File: src/oag_pkg.sv
// constants and types shared by the operand address generator
package oag_pkg;

    // ------------------------------------------------------------
    // widths
    // ------------------------------------------------------------
    localparam int INSTR_W = 16;
    localparam int DW      = 16;
    localparam int PW      = 32;
    localparam int LW      = 32;
    localparam int CW      = 7;
    localparam int SI_W    = 9;
    localparam int TGT_W   = 4;

    // ------------------------------------------------------------
    // instruction word fields
    // ------------------------------------------------------------
    localparam int CLS_MSB   = 15;
    localparam int CLS_LSB   = 13;
    localparam int PSEL_MSB  = 12;
    localparam int PSEL_LSB  = 11;
    localparam int YMODE_MSB = 10;
    localparam int YMODE_LSB = 9;
    localparam int YEN_BIT   = 8;
    localparam int YWR_BIT   = 7;
    localparam int XEN_BIT   = 6;
    localparam int XSTEP_BIT = 5;
    localparam int LOP_MSB   = 4;
    localparam int LOP_LSB   = 3;
    localparam int MUL_BIT   = 2;
    localparam int SI_T_MSB  = 11;
    localparam int SI_T_LSB  = 9;
    localparam int LI_T_MSB  = 12;
    localparam int LI_T_LSB  = 9;
    localparam int SW_MSB    = 10;
    localparam int SW_LSB    = 9;

    // ------------------------------------------------------------
    // load targets, steps and limits
    // ------------------------------------------------------------
    localparam logic [TGT_W-1:0] T_RP0   = 4'h0;
    localparam logic [TGT_W-1:0] T_RP1   = 4'h1;
    localparam logic [TGT_W-1:0] T_RP2   = 4'h2;
    localparam logic [TGT_W-1:0] T_RP3   = 4'h3;
    localparam logic [TGT_W-1:0] T_J     = 4'h4;
    localparam logic [TGT_W-1:0] T_K     = 4'h5;
    localparam logic [TGT_W-1:0] T_MBASE = 4'h6;
    localparam logic [TGT_W-1:0] T_MLAST = 4'h7;
    localparam logic [TGT_W-1:0] T_ROMP  = 4'h8;
    localparam logic [TGT_W-1:0] T_I     = 4'h9;
    localparam int               STEP_ONE  = 1;
    localparam int               STEP_TWO  = 2;
    localparam logic [CW-1:0]    CACHE_MAX = 7'h7F;

    typedef enum logic [2:0] {
        C_MUL_ALU, C_SPECIAL, C_CONTROL, C_DATA_MOVE,
        C_CACHE, C_SHORT_IMM, C_LONG_IMM, C_SWAP
    } oag_class_e;
    typedef enum logic [1:0] {Y_PLAIN, Y_INC, Y_DEC, Y_STEP} oag_ymode_e;
    typedef enum logic [1:0] {SW_ZP, SW_PZ, SW_M2, SW_JK} oag_swap_e;
    typedef enum logic [1:0] {L_NONE, L_AND, L_OR, L_XOR} oag_lop_e;
    typedef enum logic [1:0] {S_RUN, S_IMM, S_SWAP_WR} oag_state_e;
    typedef enum logic [2:0] {
        M_NONE, M_INC, M_DEC, M_STEPJ, M_STEPK, M_TWO
    } oag_mod_e;

endpackage

File: src/oag_core.sv
// operand address generator: pointer file, modes, swap sequencing
`timescale 1ns/10ps
`default_nettype none
module oag_core
    import oag_pkg::*;
#(
    parameter int AW = 16
) (
    input  wire logic                        CORE_CLK_I,
    input  wire logic                        ARST_N_I,
    input  wire logic [oag_pkg::INSTR_W-1:0] INSTR_I,
    input  wire logic                        INSTR_VALID_I,
    output logic                             INSTR_READY_O,
    input  wire logic [oag_pkg::DW-1:0]      STORE_DATA_I,
    input  wire logic [oag_pkg::DW-1:0]      ROM_RDATA_I,
    input  wire logic [oag_pkg::DW-1:0]      Y_HIGH_I,
    input  wire logic [oag_pkg::LW-1:0]      ACC_I,
    input  wire logic [oag_pkg::LW-1:0]      YREG_I,
    input  wire logic                        CACHE_PASS_I,
    output logic      [AW-1:0]               RAM_ADDR_O,
    output logic                             RAM_RD_O,
    output logic                             RAM_WR_O,
    output logic      [oag_pkg::DW-1:0]      RAM_WDATA_O,
    output logic      [AW-1:0]               ROM_ADDR_O,
    output logic                             ROM_RD_O,
    output logic      [oag_pkg::DW-1:0]      X_OPERAND_O,
    output logic      [oag_pkg::PW-1:0]      PRODUCT_O,
    output logic      [oag_pkg::LW-1:0]      LOGIC_O,
    output logic                             FLAG_UPD_O,
    output logic                             CACHE_ACTIVE_O,
    output logic      [oag_pkg::CW-1:0]      CACHE_COUNT_O
);
    import oag_pkg::*;

    // ------------------------------------------------------------
    // elaboration checks
    // ------------------------------------------------------------
    // long immediates arrive as one data word, short ones are nine bits
    initial begin
        if (AW < SI_W || AW > DW) begin
            $error("oag_core: AW must lie between SI_W and DW");
        end
    end

    // ------------------------------------------------------------
    // state
    // ------------------------------------------------------------
    typedef struct packed {
        oag_state_e           state;
        logic [3:0][AW-1:0]   rptr;
        logic [AW-1:0]        rom_pointer;
        logic [AW-1:0]        i;
        logic [AW-1:0]        j;
        logic [AW-1:0]        k;
        logic [AW-1:0]        modulo_base_addr;
        logic [AW-1:0]        modulo_last_addr;
        logic [AW-1:0]        ram_addr;
        logic [AW-1:0]        rom_addr;
        logic                 ram_rd;
        logic                 ram_wr;
        logic                 rom_rd;
        logic                 flag_upd;
        logic [DW-1:0]        wdata;
        logic [DW-1:0]        temp;
        logic [DW-1:0]        x;
        logic [PW-1:0]        prod;
        logic [LW-1:0]        logic_res;
        logic [TGT_W-1:0]     li_tgt;
        logic [1:0]           sw_sel;
        oag_swap_e            sw_mode;
        logic [CW-1:0]        cache_cnt;
    } oag_state_s;

    oag_state_s st_reg;
    oag_state_s st_next;

    // ------------------------------------------------------------
    // helpers
    // ------------------------------------------------------------
    function automatic oag_state_s load_reg(
        input oag_state_s       st,
        input logic [TGT_W-1:0] tgt,
        input logic [AW-1:0]    v
    );
        oag_state_s r;
        r = st;
        unique case (tgt)
            T_RP0, T_RP1, T_RP2, T_RP3: r.rptr[tgt[1:0]] = v;
            T_J:     r.j                = v;
            T_K:     r.k                = v;
            T_MBASE: r.modulo_base_addr = v;
            T_MLAST: r.modulo_last_addr = v;
            T_ROMP:  r.rom_pointer      = v;
            T_I:     r.i                = v;
            default: r = st;
        endcase
        return r;
    endfunction

    // post-modification of a RAM access; only a plain +1 may wrap
    function automatic logic [AW:0] mod_step(
        input oag_mod_e      m,
        input logic [AW-1:0] j,
        input logic [AW-1:0] k
    );
        logic [AW:0] r;
        r = '0;
        unique case (m)
            M_NONE:  r = '0;
            M_INC:   r = {1'b1, AW'(STEP_ONE)};
            M_DEC:   r = {1'b0, AW'(-STEP_ONE)};
            M_STEPJ: r = {1'b0, j};
            M_STEPK: r = {1'b0, k};
            M_TWO:   r = {1'b0, AW'(STEP_TWO)};
            default: r = '0;
        endcase
        return r;
    endfunction

    function automatic oag_mod_e ymode_mod(input oag_ymode_e ym);
        oag_mod_e m;
        m = M_NONE;
        unique case (ym)
            Y_PLAIN: m = M_NONE;
            Y_INC:   m = M_INC;
            Y_DEC:   m = M_DEC;
            Y_STEP:  m = M_STEPJ;
        endcase
        return m;
    endfunction

    // swap read phase modification, then write phase modification
    function automatic oag_mod_e swap_mod(
        input logic      wr_phase,
        input oag_swap_e sw
    );
        oag_mod_e m;
        m = M_NONE;
        unique case (sw)
            SW_ZP: m = wr_phase ? M_INC   : M_NONE;
            SW_PZ: m = wr_phase ? M_NONE  : M_INC;
            SW_M2: m = wr_phase ? M_TWO   : M_DEC;
            SW_JK: m = wr_phase ? M_STEPK : M_STEPJ;
        endcase
        return m;
    endfunction

    // ------------------------------------------------------------
    // decode and pointer datapath
    // ------------------------------------------------------------
    oag_class_e    cls;
    oag_ymode_e    ymode;
    oag_swap_e     sw_field;
    oag_lop_e      lop;
    logic          accept;
    logic          wr_phase;
    logic [1:0]    ram_sel;
    logic [AW-1:0] ram_cur;
    oag_mod_e      ram_mod;
    logic [AW:0]   ram_stp;
    logic [AW-1:0] ram_nxt;
    logic [AW-1:0] rom_stp;
    logic [AW-1:0] rom_nxt;
    logic [AW-1:0] si_val;

    assign cls      = oag_class_e'(INSTR_I[CLS_MSB:CLS_LSB]);
    assign ymode    = oag_ymode_e'(INSTR_I[YMODE_MSB:YMODE_LSB]);
    assign sw_field = oag_swap_e'(INSTR_I[SW_MSB:SW_LSB]);
    assign lop      = oag_lop_e'(INSTR_I[LOP_MSB:LOP_LSB]);
    assign wr_phase = (st_reg.state == S_SWAP_WR);
    // the second swap phase holds off the instruction stream
    assign INSTR_READY_O = !wr_phase;
    assign accept   = INSTR_VALID_I && (st_reg.state == S_RUN);
    assign ram_sel  = wr_phase ? st_reg.sw_sel
                               : INSTR_I[PSEL_MSB:PSEL_LSB];
    assign ram_cur  = st_reg.rptr[ram_sel];
    assign ram_mod  = wr_phase ? swap_mod(1'b1, st_reg.sw_mode)
                    : (cls == C_SWAP) ? swap_mod(1'b0, sw_field)
                    : ymode_mod(ymode);
    assign ram_stp  = mod_step(ram_mod, st_reg.j, st_reg.k);
    assign rom_stp  = INSTR_I[XSTEP_BIT] ? st_reg.i
                                         : AW'(STEP_ONE);
    assign si_val   = AW'(INSTR_I[SI_W-1:0]);

    oag_ptr_step #(
        .AW (AW)
    ) u_ram_step (
        .ptr_i     (ram_cur),
        .step_i    (ram_stp[AW-1:0]),
        .wrap_en_i (ram_stp[AW]),
        .base_i    (st_reg.modulo_base_addr),
        .last_i    (st_reg.modulo_last_addr),
        .next_o    (ram_nxt),
        .wrapped_o ()
    );

    // the ROM pointer has no circular buffer of its own
    oag_ptr_step #(
        .AW (AW)
    ) u_rom_step (
        .ptr_i     (st_reg.rom_pointer),
        .step_i    (rom_stp),
        .wrap_en_i (1'b0),
        .base_i    ('0),
        .last_i    ('0),
        .next_o    (rom_nxt),
        .wrapped_o ()
    );

    // ------------------------------------------------------------
    // next state
    // ------------------------------------------------------------
    always_comb begin
        st_next          = st_reg;
        st_next.ram_rd   = 1'b0;
        st_next.ram_wr   = 1'b0;
        st_next.rom_rd   = 1'b0;
        st_next.flag_upd = 1'b0;
        if (st_reg.rom_rd) begin
            st_next.x = ROM_RDATA_I;
        end
        if (CACHE_PASS_I && st_reg.cache_cnt != '0) begin
            st_next.cache_cnt = st_reg.cache_cnt - 1'b1;
        end
        unique case (st_reg.state)
            S_RUN: begin
                if (accept) begin
                    unique case (cls)
                        C_MUL_ALU: begin
                            st_next.flag_upd = 1'b1;
                            if (INSTR_I[YEN_BIT]) begin
                                st_next.ram_addr      = ram_cur;
                                st_next.ram_rd        = !INSTR_I[YWR_BIT];
                                st_next.ram_wr        = INSTR_I[YWR_BIT];
                                st_next.wdata         = STORE_DATA_I;
                                st_next.rptr[ram_sel] = ram_nxt;
                            end
                            if (INSTR_I[XEN_BIT]) begin
                                st_next.rom_addr = st_reg.rom_pointer;
                                st_next.rom_rd   = 1'b1;
                                st_next.rom_pointer = rom_nxt;
                            end
                            if (INSTR_I[MUL_BIT]) begin
                                st_next.prod = PW'($signed(st_reg.x)
                                    * $signed(Y_HIGH_I));
                            end
                            unique case (lop)
                                L_NONE: st_next.logic_res = st_reg.logic_res;
                                L_AND:  st_next.logic_res = ACC_I & YREG_I;
                                L_OR:   st_next.logic_res = ACC_I | YREG_I;
                                L_XOR:  st_next.logic_res = ACC_I ^ YREG_I;
                            endcase
                        end
                        C_SPECIAL: begin
                            st_next.flag_upd = 1'b1;
                        end
                        C_CONTROL, C_DATA_MOVE: begin
                            st_next.flag_upd = 1'b0;
                        end
                        C_CACHE: begin
                            st_next.cache_cnt = INSTR_I[CW-1:0];
                        end
                        C_SHORT_IMM: begin
                            st_next = load_reg(st_next,
                                {1'b0, INSTR_I[SI_T_MSB:SI_T_LSB]},
                                si_val);
                        end
                        C_LONG_IMM: begin
                            st_next.li_tgt = INSTR_I[LI_T_MSB:LI_T_LSB];
                            st_next.state  = S_IMM;
                        end
                        C_SWAP: begin
                            // temp = R, then read through the pointer
                            st_next.temp          = STORE_DATA_I;
                            st_next.sw_sel        = ram_sel;
                            st_next.sw_mode       = sw_field;
                            st_next.ram_addr      = ram_cur;
                            st_next.ram_rd        = 1'b1;
                            st_next.rptr[ram_sel] = ram_nxt;
                            st_next.state         = S_SWAP_WR;
                        end
                    endcase
                end
            end
            S_IMM: begin
                // the word after a long immediate opcode is its operand
                if (INSTR_VALID_I) begin
                    st_next = load_reg(st_next, st_reg.li_tgt,
                                       INSTR_I[AW-1:0]);
                    st_next.state = S_RUN;
                end
            end
            S_SWAP_WR: begin
                st_next.ram_addr      = ram_cur;
                st_next.ram_wr        = 1'b1;
                st_next.wdata         = st_reg.temp;
                st_next.rptr[ram_sel] = ram_nxt;
                st_next.state         = S_RUN;
            end
            default: begin
                st_next.state = S_RUN;
            end
        endcase
    end

    always_ff @(posedge CORE_CLK_I or negedge ARST_N_I) begin
        if (!ARST_N_I) begin
            st_reg <= '0;
        end else begin
            st_reg <= st_next;
        end
    end

    // ------------------------------------------------------------
    // outputs
    // ------------------------------------------------------------
    assign RAM_ADDR_O     = st_reg.ram_addr;
    assign RAM_RD_O       = st_reg.ram_rd;
    assign RAM_WR_O       = st_reg.ram_wr;
    assign RAM_WDATA_O    = st_reg.wdata;
    assign ROM_ADDR_O     = st_reg.rom_addr;
    assign ROM_RD_O       = st_reg.rom_rd;
    assign X_OPERAND_O    = st_reg.x;
    assign PRODUCT_O      = st_reg.prod;
    assign LOGIC_O        = st_reg.logic_res;
    assign FLAG_UPD_O     = st_reg.flag_upd;
    assign CACHE_ACTIVE_O = (st_reg.cache_cnt != '0);
    assign CACHE_COUNT_O  = st_reg.cache_cnt;

    logic y_go;
    assign y_go = accept && cls == C_MUL_ALU && INSTR_I[YEN_BIT];
endmodule
`default_nettype wire

File: src/oag_ptr_step.sv
// pointer post-modification with circular-buffer wrap
`timescale 1ns/10ps
`default_nettype none
module oag_ptr_step #(
    parameter int AW = 16
) (
    input  wire logic [AW-1:0] ptr_i,
    input  wire logic [AW-1:0] step_i,
    input  wire logic          wrap_en_i,
    input  wire logic [AW-1:0] base_i,
    input  wire logic [AW-1:0] last_i,
    output logic      [AW-1:0] next_o,
    output logic               wrapped_o
);

    initial begin
        if (AW < 1) begin
            $error("oag_ptr_step: AW must be positive");
        end
    end

    // the step is two's complement, so a negative step simply wraps the
    // adder and moves the pointer down
    assign wrapped_o = wrap_en_i && (ptr_i == last_i);
    assign next_o    = wrapped_o ? base_i : ptr_i + step_i;

endmodule
`default_nettype wire

File: config.mk
export PLATFORM = sky130hd
export DESIGN_NAME = oag_core
export DESIGN_NICKNAME = d
export VERILOG_FILES = /design/src/oag_pkg.sv /design/src/oag_core.sv /design/src/oag_ptr_step.sv
export SDC_FILE = /design/constraint.sdc
export NUM_CORES = 2
export LEC_CHECK = 0
export ABC_AREA = 0
export ABC_CLOCK_PERIOD_IN_PS = 6000
export BUFFER_PORTS_ARGS = -buffer_cell sky130_fd_sc_hd__buf_2
export CELL_PAD_IN_SITES_DETAIL_PLACEMENT = 0
export CELL_PAD_IN_SITES_GLOBAL_PLACEMENT = 1
export CORE_MARGIN = 2
export CORE_UTILIZATION = 43
export CTS_CLUSTER_DIAMETER = 50
export CTS_CLUSTER_SIZE = 20
export DETAILED_ROUTE_END_ITERATION = 12
export HOLD_SLACK_MARGIN = 0.06
export PLACE_DENSITY = 0.78
export SETUP_SLACK_MARGIN = 0.3
export SYNTH_ARGS = -nofsm -noshare
export SYNTH_HDL_FRONTEND = slang
export SYNTH_SLANG_ARGS = --single-unit
export TNS_END_PERCENT = 30
File: constraint.sdc
create_clock -name CORE_CLK_I -period 6 [get_ports CORE_CLK_I]
set_input_delay 1.2 -clock CORE_CLK_I [delete_from_list [all_inputs] [get_ports CORE_CLK_I]]
set_output_delay 1.2 -clock CORE_CLK_I [all_outputs]
set_load 0.05 [all_outputs]
==> reports/results.txt <==
For this run, the top clock speed supported by timing is 167 MHz. Across all register-to-register paths, the minimum setup slack is 0.09 ns. For the max-capacitance violation count, the log shows 0. Registers take 0.00814 mm². Number of cells on the worst hold path: 2.

Relative max-transition margin: 0.0655. On the final layout, the worst clock skew is 0.0536 ns. TritonCTS built the clock tree. After floorplanning, the core was divided into 95 placement rows. The logs give 0.276 for the sequential share of the synthesized area and 0.241 for the overall track demand over capacity in global routing.

The register with the most flip-flops in the layout has 186 of them. The die boundary width was 266 µm; the routed wire length was 84300 µm. The via count of the first global-routing pass is 23700. The tools report the number of buffers added by the clock tree synthesis step as 52. The first global-routing pass estimated 134000 µm of wire. Port buffering added 272 buffers.

STA puts the critical path data required time at 6.46 ns. The number of buffers and inverters on the critical path is 5. Among all flip-flop cells after synthesis, the most frequent one is dfrtp_1. The area growth from synthesis to layout came out at 15.5%. The dominant delay contributor by cell family on the critical path was adder cells.

The synthesized netlist occupies a cell area of 0.0295 mm². The die is 266 µm tall. The critical-path maximum fanout is 7. Using the TritonRoute via totals, the vias-per-cell ratio works out to 5.35. Proportion of netlist area held by the largest area contributor: 0.276.

The die covers 0.0706 mm². The setup path with the least slack is of type in2reg. The synthesized design contains 325 register bits. The most frequent cell after synthesis is nand2_1.

The total I/O pin count is 273, and the routability-driven placement congestion ratio is 0.938. The largest total area in the synthesized netlist belongs to dfrtp_1. The final count of negative-setup-slack endpoints is 0. The longest clock path from root to sink contains 3 buffers. The tools report the number of remaining DRC errors as 0. The logs give 6.46 ns for the endpoint arrival time on the critical path and 2 for the number of levels in the clock H-tree. The worst hold-check slack was 0.468 ns.

Setup repair after global routing could not meet its margin everywhere. The pre-antenna-repair detailed-routing pass consisted of 7 iterations. The fraction of final layout cells sized beyond drive strength 1 is 0.211. The number of different library cells used by synthesis comes to 72. The insertion delay to the later sink of the worst-skew pair is 0.63 ns, and the number of synthesized flops with an enable pin is 0. The most numerous cell type found on the critical path is fa_1. The slowest cell on the critical path was fa_1.

The routed layout has 23600 vias. Synthesis produced a netlist with a net count of 3836. Count of final hold-check violations: 0. In the final design database the tool counted 4071 nets. The routed length per placed instance came out at 19.1 µm. The worst hold path terminates at PRODUCT_O[0]. The largest net degree at the start of global routing is 123, and the fraction of registers with async set/reset is 1.00.

The HPWL after detailed placement is 64000 µm. The worst hold path begins at PRODUCT_O[0]. For this block, the initial DRC count from the detailed router was 1858.

The root buffer cell chosen for the clock tree is clkbuf_16. Traced cell by cell, the critical path runs through buf_8 > and2_4 > fa_1 > inv_2 > fa_1 > fa_2 > fa_1 > inv_2 > fa_1 > inv_1 > fa_1 > inv_2 > ha_4 > a211oi_4 > a41oi_2 > a21oi_4 > o31ai_4 > a211o_1 > a31oi_1 > mux2i_1 > nand2_1. The final clock period utilization by the worst path is 1.00. The worst hold path belongs to the class reg2reg.

Dividing the synthesized area by the synthesized cell count gives 9.04 µm². In this run the remaining antenna-violating nets after routing total 0. The flow ran to the end, and the final reports show no timing, DRC or antenna violations.

In the final layout, the multi-input gates occupy 0.0186 mm². Timing analysis after detailed placement gives a worst setup slack of -0.759 ns. The worst path in the final design needs a cycle of 6.00 ns, including I/O delays and setup. The tools report the effective utilization at floorplan as 0.436.

The startpoint identified for the worst register-to-register timing path is X_OPERAND_O[9]. Number of max-slew violations in the final report: 0. The capture instance of the worst register-to-register path is PRODUCT_O[30]. The logs give 8 for the number of antenna violations at the first check in global routing and 0 ns for the setup TNS.

CTS saw 325 sinks. STA classifies the critical path endpoint as a flop. The area of the core region was 0.0675 mm². The remaining global-route overflow is 0.

The worst setup path is launched from a primary input. The run gives 0 as the number of warnings issued by yosys. After layout, the worst setup slack is 0.000946 ns.

Fill cells in the final layout number 6348. Counting instances in the post-synthesis netlist gives the leading cell types as nand2_1 (471), inv_1 (375), dfrtp_1 (325). The delay contributed by the slowest stage of the critical path came out at 0.55 ns. The synthesized netlist cell count is 3258, and the depth of the worst register-to-register path is 19. By area the synthesized netlist is led by dfrtp_1 (28%), fa_1 (18%), ha_1 (7.7%), nand2_1 (6.0%), o21ai_0 (4.9%). For the pin with the worst max-slew slack, the measured transition is 1.39 ns. Clock-pin transition on the worst setup and hold timing paths: 0.07 ns.
## routing by layer
layer | global-route usage | vias up | wire [µm]
li1 | - | 11100 | -
met1 | 0.335 | 11500 | 36800
met2 | 0.383 | 841 | 38800
met3 | 0.0445 | 153 | 6220
met4 | 0.0736 | 12 | 2430
met5 | 0 | - | 79
## metrics by stage
step | utilization | cells | cell area [µm²]
2_1_floorplan | - | 3258 | 29600
3_3_place_gp | 0.473 | 4306 | 31900
3_5_place_dp | 0.473 | 4306 | 31900
4_1_cts | 0.501 | 4407 | 33800
5_1_grt | 0.504 | 4411 | 34000
6_report | 0.504 | 4411 | 34000
## worst max-delay path by stage
stage | start | slack, ns | cells after the start | endpoint
detailed placement | Y_HIGH_I[4] | -0.76 | 22 | PRODUCT_O[31]
CTS | Y_HIGH_I[5] | -0.03 | 19 | PRODUCT_O[30]
global placement | Y_HIGH_I[1] | -0.73 | 20 | PRODUCT_O[31]
global route | Y_HIGH_I[1] | -0.17 | 21 | PRODUCT_O[31]
finish | Y_HIGH_I[5] | 0.0009 | 21 | PRODUCT_O[31]
floorplan | Y_HIGH_I[4] | -0.30 | 21 | PRODUCT_O[31]
## cell type report
cell class / instances / area share
clock buffer: 59 / 0.0405
timing repair buffer: 469 / 0.0867
inverter: 375 / 0.0414
clock inverter: 39 / 0.0124
sequential: 325 / 0.239
tap: 873 / 0.0321
antenna: 1 / 0.0000736
multi-input combinational: 2270 / 0.548
## logic make-up after synthesis
logic type,count (synthesis),synth area share
AO/OA/AOI/OAI,663,0.136
XOR/XNOR,77,0.0232
adder cells (fa/ha/maj),446,0.257
buffers and inverters,663,0.103
flip-flops,325,0.276
multiplexers,152,0.0621
AND/OR/NAND/NOR,932,0.143
## timing repair
action                                  CTS  global route
endpoints found under the setup margin   16            19
pin swaps                                30            41
gates resized for setup                  28            42
hold buffers                              0             0
buffers inserted                          3             3
## layout by cell type, fill, tap and decap left out, types with 12 or more instances in the layout
cell type / netlist / layout
a22oi_1: 47 / 47
nor2_1: 175 / 172
o21ai_0: 290 / 280
a21boi_0: 13 / 12
a31oi_1: 16 / 16
nand3_1: 32 / 31
o21ai_1: 29 / 37
ha_1: 182 / 177
buf_2: 5 / 266
a21o_1: 23 / 23
a21oi_1: 105 / 96
mux2i_1: 48 / 47
buf_4: 137 / 193
fa_1: 264 / 258
dfrtp_1: 325 / 323
xnor2_1: 49 / 49
clkbuf_16: 0 / 52
nor2b_1: 20 / 19
nand2_1: 471 / 466
mux4_2: 13 / 13
o211ai_1: 17 / 17
o22ai_1: 15 / 15
and2_1: 142 / 136
nor3_1: 20 / 19
mux2_2: 84 / 84
xor2_1: 27 / 27
inv_1: 375 / 367
nand2b_1: 14 / 14
a211oi_1: 22 / 18
a222oi_1: 13 / 13
nor3b_1: 19 / 19
## tightest hold or removal path, delay by kind of cell (launching register included)
| kind | cells | cell delay [ns] |
|---|---|---|
| and+or+nand+nor | 2 | 0.10 |
| DFF | 1 | 0.34 |
Power is not shown: default switching activity piles up to over one toggle a cycle in this logic, so the estimate is an artifact.
